File: src/design/itc_pkg.sv
package itc_pkg;

  // Register byte addresses
  localparam logic [7:0] ADDR_T2_CTRL = 8'hc8;
  localparam logic [7:0] ADDR_IO_CTRL = 8'hf8;
  localparam logic [7:0] ADDR_IRQ_STAT = 8'h40;
  localparam logic [7:0] ADDR_IRQ_MASK = 8'h44;
  localparam logic [7:0] ADDR_T2_CNT_LO = 8'h48;
  localparam logic [7:0] ADDR_T2_CNT_HI = 8'h4c;

  // io_port_control fields
  localparam int IO_FLOAT = 0;
  localparam int IO_P1_HIZ = 1;
  localparam int IO_P2_HIZ = 2;
  localparam int IO_P3_HIZ = 3;
  localparam int IO_PULLUP_OFF = 4;
  localparam int IO_SER_ERR = 5;
  localparam int IO_CASCADE = 6;
  localparam int IO_RESERVED = 7;

  // timer_two_control fields
  localparam int T2_CAP_SEL = 0;
  localparam int T2_CLK_SRC = 1;
  localparam int T2_RUN = 2;
  localparam int T2_EXT_EN = 3;
  localparam int T2_TX_CLK = 4;
  localparam int T2_RX_CLK = 5;
  localparam int T2_EXT_FLAG = 6;
  localparam int T2_OVF_FLAG = 7;

  // Interrupt status and mask layout
  localparam int EV_SER_ERR = 0;
  localparam int EV_T1_OVF = 1;
  localparam int EV_T2_OVF = 2;
  localparam int EV_T2_EXT = 3;
  localparam int EV_COUNT = 4;

  // Reset values
  localparam logic [7:0] RST_IO_CTRL = 8'h00;
  localparam logic [7:0] RST_T2_CTRL = 8'h00;
  localparam logic [3:0] RST_IRQ_MASK = 4'h0;

endpackage : itc_pkg

File: src/design/itc_timer_if.sv
interface itc_timer_if #(
  parameter int CNT_W = 16
);
  logic cascade_en;
  logic t2_run;
  logic t2_ext_en;
  logic t2_clk_src;
  logic t2_cap_sel;
  logic t2_baud_mode;
  logic t1_carry;
  logic t2_overflow;
  logic t2_ext_event;
  logic t2_baud_tick;
  logic [CNT_W-1:0] t2_count;

  modport ctl (
    output cascade_en, t2_run, t2_ext_en, t2_clk_src, t2_cap_sel, t2_baud_mode,
    input t1_carry, t2_overflow, t2_ext_event, t2_baud_tick, t2_count
  );
  modport tmr (
    input cascade_en, t2_run, t2_ext_en, t2_clk_src, t2_cap_sel, t2_baud_mode,
    output t1_carry, t2_overflow, t2_ext_event, t2_baud_tick, t2_count
  );
endinterface : itc_timer_if

File: src/design/itc_io_t2_ctrl.sv
// What this block does
// Port 1 high-impedance bit set stops port 1 output drive.
// Port 2 high-impedance bit set stops port 2 output drive.
// Port 3 high-impedance bit set stops port 3 output drive.
// Cascade bit chains timers 0 and 1; 32-bit carry sets timer 1 overflow.
// Top bit of the I/O control register always reads zero.
// Timer 2 counts while run bit is one, holds while zero.
// Timer 2 external control input acts only while its enable is one.
// Transmit clock select picks the serial transmitter clock source.
// With transmit clock select set, timer 2 becomes the baud generator.
// Serial receive error flag set by hardware, kept until software clears.
// Power-down with float bit set floats ports 0 to 3; else they drive.
module itc_io_t2_ctrl #(
  parameter int CNT_W = 16
) (
  // Clock and reset
  input wire logic clk_i,
  input wire logic reset_n_i,
  // Register port
  input wire logic [7:0] reg_addr_i,
  input wire logic [7:0] reg_wdata_i,
  input wire logic reg_wr_i,
  input wire logic reg_rd_i,
  output logic [7:0] reg_rdata_o,
  // Power-down and serial events
  input wire logic soft_powerdown_i,
  input wire logic hard_powerdown_i,
  input wire logic serial_rx_error_i,
  // Timer inputs
  input wire logic t0_tick_i,
  input wire logic t1_tick_i,
  input wire logic t2_int_tick_i,
  input wire logic t2_ext_tick_i,
  input wire logic timer_two_ext_control_in_i,
  input wire logic [CNT_W-1:0] t2_reload_i,
  // Timer outputs
  output logic [CNT_W-1:0] t2_capture_o,
  output logic timer_one_overflow_flag_set_o,
  output logic tx_clk_tick_o,
  // Port controls
  output logic [3:0] port_drive_en_o,
  output logic strong_pullup_off_o,
  // Interrupt
  output logic irq_o
);
  itc_timer_if #(.CNT_W(CNT_W)) tbus ();

  logic [7:0] io_port_control_reg, io_port_control_next;
  logic [7:0] timer_two_control_reg, timer_two_control_next;
  logic [itc_pkg::EV_COUNT-1:0] irq_stat_reg, irq_stat_next;
  logic [itc_pkg::EV_COUNT-1:0] irq_mask_reg, irq_mask_next;
  logic [7:0] rdata_reg, rdata_next;
  logic t1_ovf_reg, tx_tick_reg;

  function automatic logic addr_hit(input logic [7:0] addr, input logic [7:0] offs);
    addr_hit = (addr == offs);
  endfunction : addr_hit

  // Address decode
  wire wr_io = reg_wr_i & addr_hit(reg_addr_i, itc_pkg::ADDR_IO_CTRL);
  wire wr_t2 = reg_wr_i & addr_hit(reg_addr_i, itc_pkg::ADDR_T2_CTRL);
  wire wr_mask = reg_wr_i & addr_hit(reg_addr_i, itc_pkg::ADDR_IRQ_MASK);
  wire rd_stat = reg_rd_i & addr_hit(reg_addr_i, itc_pkg::ADDR_IRQ_STAT);

  // Control fields
  wire float_en = io_port_control_reg[itc_pkg::IO_FLOAT];
  wire serial_rx_error_flag = io_port_control_reg[itc_pkg::IO_SER_ERR];
  wire timer_two_overflow_flag = timer_two_control_reg[itc_pkg::T2_OVF_FLAG];
  wire timer_two_ext_flag = timer_two_control_reg[itc_pkg::T2_EXT_FLAG];
  wire tx_clock_select = timer_two_control_reg[itc_pkg::T2_TX_CLK];
  wire powered_down = soft_powerdown_i | hard_powerdown_i;
  wire ports_float = powered_down & float_en;

  // Port 0 has no high-impedance bit of its own
  wire [3:0] port_hiz = {io_port_control_reg[itc_pkg::IO_P3_HIZ],
    io_port_control_reg[itc_pkg::IO_P2_HIZ], io_port_control_reg[itc_pkg::IO_P1_HIZ], 1'b0};

  genvar gi;
  generate
    for (gi = 0; gi < 4; gi++) begin : g_port
      assign port_drive_en_o[gi] = ~port_hiz[gi] & ~ports_float;
    end
  endgenerate

  assign strong_pullup_off_o = io_port_control_reg[itc_pkg::IO_PULLUP_OFF];

  // Timer control towards the counters
  assign tbus.cascade_en = io_port_control_reg[itc_pkg::IO_CASCADE];
  assign tbus.t2_run = timer_two_control_reg[itc_pkg::T2_RUN];
  assign tbus.t2_ext_en = timer_two_control_reg[itc_pkg::T2_EXT_EN];
  assign tbus.t2_clk_src = timer_two_control_reg[itc_pkg::T2_CLK_SRC];
  assign tbus.t2_cap_sel = timer_two_control_reg[itc_pkg::T2_CAP_SEL];
  assign tbus.t2_baud_mode = tx_clock_select | timer_two_control_reg[itc_pkg::T2_RX_CLK];

  itc_timers #(.CNT_W(CNT_W)) u_timers (
    .clk_i(clk_i),
    .reset_n_i(reset_n_i),
    .t0_tick_i(t0_tick_i),
    .t1_tick_i(t1_tick_i),
    .t2_int_tick_i(t2_int_tick_i),
    .t2_ext_tick_i(t2_ext_tick_i),
    .t2_ext_ctrl_i(timer_two_ext_control_in_i),
    .t2_reload_i(t2_reload_i),
    .t2_capture_o(t2_capture_o),
    .tb(tbus)
  );

  // I/O control: error flag set wins over a software clear
  wire serial_rx_error_flag_keep = wr_io ? reg_wdata_i[itc_pkg::IO_SER_ERR] : serial_rx_error_flag;
  assign io_port_control_next = {1'b0,
    wr_io ? reg_wdata_i[itc_pkg::IO_CASCADE] : io_port_control_reg[itc_pkg::IO_CASCADE],
    serial_rx_error_i | serial_rx_error_flag_keep,
    wr_io ? reg_wdata_i[4:0] : io_port_control_reg[4:0]};

  // Timer 2 control: hardware flags win over a software clear
  wire tf2_keep = wr_t2 ? reg_wdata_i[itc_pkg::T2_OVF_FLAG] : timer_two_overflow_flag;
  wire timer_two_ext_flag_keep = wr_t2 ? reg_wdata_i[itc_pkg::T2_EXT_FLAG] : timer_two_ext_flag;
  assign timer_two_control_next = {tbus.t2_overflow | tf2_keep,
    tbus.t2_ext_event | timer_two_ext_flag_keep,
    wr_t2 ? reg_wdata_i[5:0] : timer_two_control_reg[5:0]};

  // Interrupt status: read clears, new event wins
  wire [itc_pkg::EV_COUNT-1:0] irq_events = {tbus.t2_ext_event, tbus.t2_overflow,
    tbus.t1_carry, serial_rx_error_i};
  assign irq_stat_next = irq_events | (rd_stat ? '0 : irq_stat_reg);
  assign irq_mask_next = wr_mask ? reg_wdata_i[itc_pkg::EV_COUNT-1:0] : irq_mask_reg;
  assign irq_o = |(irq_stat_reg & irq_mask_reg);

  // Count bytes, zero-filled above the counter width
  wire [15:0] t2_count_wide = 16'(tbus.t2_count);

  // Read mux, unmapped addresses read zero
  logic [7:0] rd_mux;
  always_comb begin
    rd_mux = 8'h00;
    case (reg_addr_i)
      itc_pkg::ADDR_IO_CTRL: rd_mux = {1'b0, io_port_control_reg[6:0]};
      itc_pkg::ADDR_T2_CTRL: rd_mux = timer_two_control_reg;
      itc_pkg::ADDR_IRQ_STAT: rd_mux = {4'h0, irq_stat_reg};
      itc_pkg::ADDR_IRQ_MASK: rd_mux = {4'h0, irq_mask_reg};
      itc_pkg::ADDR_T2_CNT_LO: rd_mux = t2_count_wide[7:0];
      itc_pkg::ADDR_T2_CNT_HI: rd_mux = t2_count_wide[15:8];
      default: rd_mux = 8'h00;
    endcase
  end
  assign rdata_next = reg_rd_i ? rd_mux : 8'h00;
  assign reg_rdata_o = rdata_reg;

  assign timer_one_overflow_flag_set_o = t1_ovf_reg;
  assign tx_clk_tick_o = tx_tick_reg;

  always_ff @(posedge clk_i) begin
    if (!reset_n_i) begin
      io_port_control_reg <= itc_pkg::RST_IO_CTRL;
      timer_two_control_reg <= itc_pkg::RST_T2_CTRL;
      irq_stat_reg <= '0;
      irq_mask_reg <= itc_pkg::RST_IRQ_MASK;
      rdata_reg <= 8'h00;
      t1_ovf_reg <= 1'b0;
      tx_tick_reg <= 1'b0;
    end else begin
      io_port_control_reg <= io_port_control_next;
      timer_two_control_reg <= timer_two_control_next;
      irq_stat_reg <= irq_stat_next;
      irq_mask_reg <= irq_mask_next;
      rdata_reg <= rdata_next;
      t1_ovf_reg <= tbus.t1_carry;
      // Transmit clock source select
      tx_tick_reg <= tx_clock_select ? tbus.t2_baud_tick : tbus.t1_carry;
    end
  end
endmodule : itc_io_t2_ctrl

File: src/design/itc_timers.sv
module itc_timers #(
  parameter int CNT_W = 16
) (
  // Clock and reset
  input wire logic clk_i,
  input wire logic reset_n_i,
  // Count ticks
  input wire logic t0_tick_i,
  input wire logic t1_tick_i,
  input wire logic t2_int_tick_i,
  input wire logic t2_ext_tick_i,
  input wire logic t2_ext_ctrl_i,
  // Timer 2 reload and capture
  input wire logic [CNT_W-1:0] t2_reload_i,
  output logic [CNT_W-1:0] t2_capture_o,
  // Control side
  itc_timer_if.tmr tb
);
  logic [CNT_W-1:0] t0_reg, t0_next, t1_reg, t1_next, t2_reg, t2_next;
  logic [CNT_W-1:0] cap_reg, cap_next;
  logic ext_prev_reg;

  wire t0_full = &t0_reg;
  wire t1_full = &t1_reg;
  wire t2_full = &t2_reg;
  wire t0_carry = t0_tick_i & t0_full;
  // Cascade: timer 1 steps on the timer 0 carry only
  wire t1_step = tb.cascade_en ? t0_carry : t1_tick_i;
  wire t2_tick = tb.t2_run & (tb.t2_clk_src ? t2_ext_tick_i : t2_int_tick_i);
  wire ext_edge = ext_prev_reg & ~t2_ext_ctrl_i;
  wire ext_evt = tb.t2_ext_en & ext_edge;
  wire t2_ovf = t2_tick & t2_full;
  wire do_reload = tb.t2_run & ((t2_ovf & (tb.t2_baud_mode | ~tb.t2_cap_sel))
    | (ext_evt & ~tb.t2_baud_mode & ~tb.t2_cap_sel));
  wire do_capture = ext_evt & ~tb.t2_baud_mode & tb.t2_cap_sel;

  assign t0_next = t0_tick_i ? t0_reg + 1'b1 : t0_reg;
  assign t1_next = t1_step ? t1_reg + 1'b1 : t1_reg;
  assign t2_next = do_reload ? t2_reload_i : (t2_tick ? t2_reg + 1'b1 : t2_reg);
  assign cap_next = do_capture ? t2_reg : cap_reg;

  assign tb.t1_carry = t1_step & t1_full;
  // Baud mode: overflow becomes the baud tick, not the flag
  assign tb.t2_overflow = t2_ovf & ~tb.t2_baud_mode;
  assign tb.t2_baud_tick = t2_ovf & tb.t2_baud_mode;
  assign tb.t2_ext_event = ext_evt;
  assign tb.t2_count = t2_reg;
  assign t2_capture_o = cap_reg;

  always_ff @(posedge clk_i) begin
    if (!reset_n_i) begin
      t0_reg <= '0;
      t1_reg <= '0;
      t2_reg <= '0;
      cap_reg <= '0;
      ext_prev_reg <= 1'b1;
    end else begin
      t0_reg <= t0_next;
      t1_reg <= t1_next;
      t2_reg <= t2_next;
      cap_reg <= cap_next;
      ext_prev_reg <= t2_ext_ctrl_i;
    end
  end
endmodule : itc_timers

File: config.mk
export PLATFORM = sky130hd
export DESIGN_NAME = itc_io_t2_ctrl
export DESIGN_NICKNAME = d
export VERILOG_FILES = /design/src/design/itc_pkg.sv /design/src/design/itc_timer_if.sv /design/src/design/itc_io_t2_ctrl.sv /design/src/design/itc_timers.sv
export SDC_FILE = /design/constraint.sdc
export NUM_CORES = 1
export LEC_CHECK = 0
export BUFFER_PORTS_ARGS = -buffer_cell sky130_fd_sc_hd__buf_2
export CAP_MARGIN = 40
export CORE_ASPECT_RATIO = 1.25
export CORE_MARGIN = 1.5
export CORE_UTILIZATION = 50
export CTS_BUF_LIST = sky130_fd_sc_hd__clkbuf_8
export CTS_CLUSTER_DIAMETER = 150
export DETAILED_ROUTE_END_ITERATION = 10
export MAX_ROUTING_LAYER = met4
export PLACE_DENSITY = 0.81
export SYNTH_ARGS = -nofsm -noshare
export SYNTH_HDL_FRONTEND = slang
export SYNTH_SLANG_ARGS = --single-unit
export TNS_END_PERCENT = 30
File: constraint.sdc
create_clock -name clk_i -period 2.8 [get_ports clk_i]
set_clock_uncertainty 0.05 [all_clocks]
set_input_delay 0.56 -clock clk_i [delete_from_list [all_inputs] [get_ports clk_i]]
set_output_delay 0.56 -clock clk_i [all_outputs]
set_load 0.1 [all_outputs]
---- After elaboration in Yosys (flattened, before gate mapping) ----
Index checks and enable logic that the tools add are counted.
word-level totals
  register bits ........................... 98
  output and inout bits ................... 32
  logic and storage cells ................. 76
operators by class
  add/sub/neg operators ................... 3
  eq/ne operators ......................... 6
  mux-type cells .......................... 10
  bitwise gates (word level) .............. 37
  reductions and logical operators ........ 6
operators with widths
  kind                                                 count
  adder 16 x 1 -> 16 bit, second input constant        3
  case mux 8 bit (6 select lines)                      1
  AND reduction 16 bit                                 3
  equality test 8 x 7 -> 1 bit, second input constant  4
  2-to-1 mux 16 bit                                    2
  bitwise AND 1 bit                                    21
  equality test 8 bit, second input constant           2
  inverter 1 bit                                       7
  OR 1 bit                                             7
  2-to-1 mux 1 bit                                     6
  bitwise AND 4 bit                                    1
  2-to-1 mux 4 bit                                     1
  OR 4 bit                                             1
  OR reduction 4 bit                                   1
  AND reduction 2 bit                                  1
  nonzero test 2 bit                                   1

---- Longest topological paths before layout ----
  depth after elaboration ................. 8
  mapped depth ............................ 8
  gate-level depth less buffers ........... 6

---- Hierarchy ----
A second synthesis with hierarchy kept.
unflattened totals
  cells, all modules ...................... 510
  area total of the unflattened synthesis .. 4568.1 µm²
by module, submodules not included
  module          times used  cells each  area an instance (µm²)  sequential area each (µm²)
  itc_timers      1           339         2942.8                  1301.2
  itc_io_t2_ctrl  1           171         1625.3                  660.6

---- Worst setup path after synthesis ----
No wires, ideal clock.
  path type ............................... input-to-output
  start ................................... input port hard_powerdown_i
  end ..................................... output port port_drive_en_o[1]
  arrival ................................. 2.021 ns
  setup slack ............................. 0.169 ns
  stages .................................. 2
  cell sequence ........................... o21a_1 nor2_1
between the ends
  word-level cells in the longest chain between the ends .. 4
ends and longest elaborated chain
  item               RTL line              RTL
  from (decl)        itc_io_t2_ctrl.sv:27  input wire logic hard_powerdown_i,
  OR 1 bit           itc_io_t2_ctrl.sv:71  wire powered_down = soft_powerdown_i | hard_powerdown_i;
  bitwise AND 1 bit  itc_io_t2_ctrl.sv:72  wire ports_float = powered_down & float_en;
  inverter 1 bit     itc_io_t2_ctrl.sv:81  assign port_drive_en_o[gi] = ~port_hiz[gi] & ~ports_float;
  bitwise AND 1 bit  itc_io_t2_ctrl.sv:81
  to (decl)          itc_io_t2_ctrl.sv:41  output logic [3:0] port_drive_en_o,
No other way between the ends.

---- Worst setup path after layout ----
  start ................................... register u_timers.t0_reg[0]
  end ..................................... register u_timers.t1_reg[13]
between the ends
  word-level cells in the longest chain between the ends .. 3
ends and longest elaborated chain
  item                    RTL line          RTL
  from (decl)             itc_timers.sv:19  logic [CNT_W-1:0] t0_reg, t0_next, t1_reg, t1_next, t2_reg, t2_next;
  from (signal assigned)  itc_timers.sv:58  t0_reg <= t0_next;
  AND reduction 16 bit    itc_timers.sv:23  wire t0_full = &t0_reg;
  bitwise AND 1 bit       itc_timers.sv:26  wire t0_carry = t0_tick_i & t0_full;
  2-to-1 mux 1 bit        itc_timers.sv:28  wire t1_step = tb.cascade_en ? t0_carry : t1_tick_i;
  to (signal assigned)    itc_timers.sv:59  t1_reg <= t1_next;
  to (decl)               itc_timers.sv:19
No other way between the ends.
A chain may end at the register's enable or synchronous reset.

==> out/results.txt <==
Max Clock Freq = 0.444 GHz
MaxCap Viol Count = 0
Die Y = 108 um
Min-Delay Path Class = input pin to flop
reg-to-reg slack, setup = 0.55 ns
critical-path maximum fanout = 32
Detailed Place HPWL = 7.31 mm
DR pass1 iterations = 5
top_reg_cell synth = dfxtp_1
root buffer cell = clkbuf_8
top-area cell type share of the netlist area = 44.9%
PortBufs = 75
Initial Util = 52.2%
Synth Net Count = 535
Worst VDD drop = 0.000350 V
Final Max Tran Viols = 0
Max-slew headroom = 45.6%
GRT Total Usage = 23.1%
num rows = 37
final WL = 10.3 mm
largest net degree at the start of global routing = 36
startpoint types = flop
Max stage delay cell, worst path = or4_1
Antenna Cells = 0
proportion of layout cells with a drive suffix above 1 = 19.8%
Resized Gates After CTS = 0
vias in the first global route = 3578
Post-Synthesis Cells = 488
Post-Synthesis Cell Area = 0.00437 mm2
delay-heaviest family, CP = simple AND/OR/NAND/NOR gates
drc violations = 0
total gr overflow = 0
Post-DRT Antenna Nets = 0
total power = 2.46 mW
Layout area overhead = 15.6%
Async SR Flop Fraction = 0%
Fin Setup TNS = 0 ns
final hold vios = 0
chip width = 86.6 um
Post-CTS Hold Buffers = 0
register area share after synthesis = 44.9%
Mean Syn Cell Area = 8.96 um2
Final GP Congestion = 0.879
minimum clock period after layout = 2.25 ns
crit share post-route = 80.5%
clock sink count = 98
DR iter-0 viols = 257
first-pass GRT wire length = 16.7 mm
Max stage delay on crit path = 0.61 ns
Worst Path Required = 3.05 ns
number of synthesized flops with an enable pin = 0
clock buffer depth = 2
Vias = 3871
Cell Chain, Critical Path = ha_1, nand4_1, nor2_1, a32oi_4, or4_1, a21oi_1
P per Cell Area = 487 mW/mm2
area leader, netlist = dfxtp_1
Commonest cells post-synth = 98 x dfxtp_1, 57 x nor2_1, 46 x a21oi_1, 44 x nand2_1, 30 x nand3_1
synth top area cells = dfxtp_1 45%, mux2i_1 6.0%, a21oi_1 5.3%
Ys Warns = 0
number of buffers and inverters on the critical path = 0
nets = 603
Via density = 5.71
unrepaired setup endpoints after global routing = no
H-Tree Depth = 3
Avg WL per Cell = 15.2 um
CP endpoint kind = flop
crit path DAT = 2.50 ns
Leak = 1.95 nW
fillers = 688
Distinct cells, synth = 46
Die ar. = 0.00932 mm2
final setup vio count = 0
worst skew pair latency = 0.36 ns
initial antenna violation count = 0
status = finished, final reports clean
critical path type = flop to flop
clk slew on worst S/H paths = 0.09 ns
floorplan core area = 0.00838 mm2
CTS tree = yes
number of buffers created by CTS = 9
most common cell in the netlist = dfxtp_1
Setup Buffers After CTS = 0
Seq cells post-synth = 98
I/O pins = 76
actual slew at the worst max-slew pin = 0.816 ns
## kinds of logic after synthesis
logic type | share of synthesized area, %
simple gates | 22.6
flops | 44.9
compound gates | 13.5
buf+inv | 3.43
xor+xnor | 6.41
mux | 8.33
fa+ha+maj | 0.859
## final cells by class
cell class	instances	area (um2)	share of cell area (%)
sequential	98	1960	38.8
timing repair buffer	82	440	8.71
tap	117	146	2.90
inverter	10	37.5	0.743
clock buffer	10	138	2.72
multi-input combinational	355	2270	44.8
clock inverter	6	65.1	1.29
## metal layers
| layer | up-vias | wire length [um] | GRT usage, % | share of wire, % |
|---|---|---|---|---|
| met2 | 159 | 4980 | 36.7 | 48 |
| met4 | 0 | 200 | 9.68 | 1.9 |
| met1 | 1806 | 4470 | 29.3 | 43 |
| met5 | - | 0 | - | 0 |
| li1 | 1889 | - | - | - |
| met3 | 17 | 684 | 3.68 | 6.6 |
## where the power goes
part	switching, mW	internal [mW]	leakage (nW)
Combinational	0.0711	0.0452	1.05
Clock	0.494	0.441	0.108
Sequential	0.00795	1.40	0.791
## per-stage QoR
stage          instance area, um2  worst slack, ns  utilization, %  std cells  hold slack (ns)
2_1_floorplan                4370            0.169               -        488            0.396
3_3_place_gp                 4850            0.553            57.9        662            0.411
3_5_place_dp                 4850            0.413            57.9        662            0.416
4_1_cts                      5050            0.537            60.3        678            0.370
5_1_grt                      5050            0.355            60.3        678            0.392
6_report                     5050            0.546            60.3        678            0.372
## cell usage in the layout, fill, tap and decap left out, types with 3 or more instances in the layout
cell      instances
nand3b_1          3
buf_4             6
xnor2_1          14
mux2i_1          26
a22oi_1          10
ha_1              3
xor2_1           18
or3_1             4
or4_1            10
dfxtp_1          98
a21oi_1          46
nand4_1          14
o31ai_1          10
nand2_1          44
o21ai_0          13
a31oi_1           3
mux4_2            4
nor3_1            7
nor2_1           57
clkbuf_8         10
nand3_1          30
nor4_1            5
and3_1            4
a211oi_1          8
inv_1            10
buf_2            75
## path summary, 6_finish.rpt
check | startpoint | end | depth (start not counted)
max | u_timers.t0_reg[0]$_SDFFE_PN0P_ | u_timers.t1_reg[13]$_SDFFE_PN0P_ | 6
max reg2reg | u_timers.t0_reg[0]$_SDFFE_PN0P_ | u_timers.t1_reg[13]$_SDFFE_PN0P_ | 6
min | timer_two_ext_control_in_i | u_timers.ext_prev_reg$_SDFF_PN1_ | 2
min reg2reg | io_port_control_reg[2]$_SDFFE_PN0N_ | io_port_control_reg[2]$_SDFFE_PN0N_ | 2
Power figures use the tool's default switching activity.
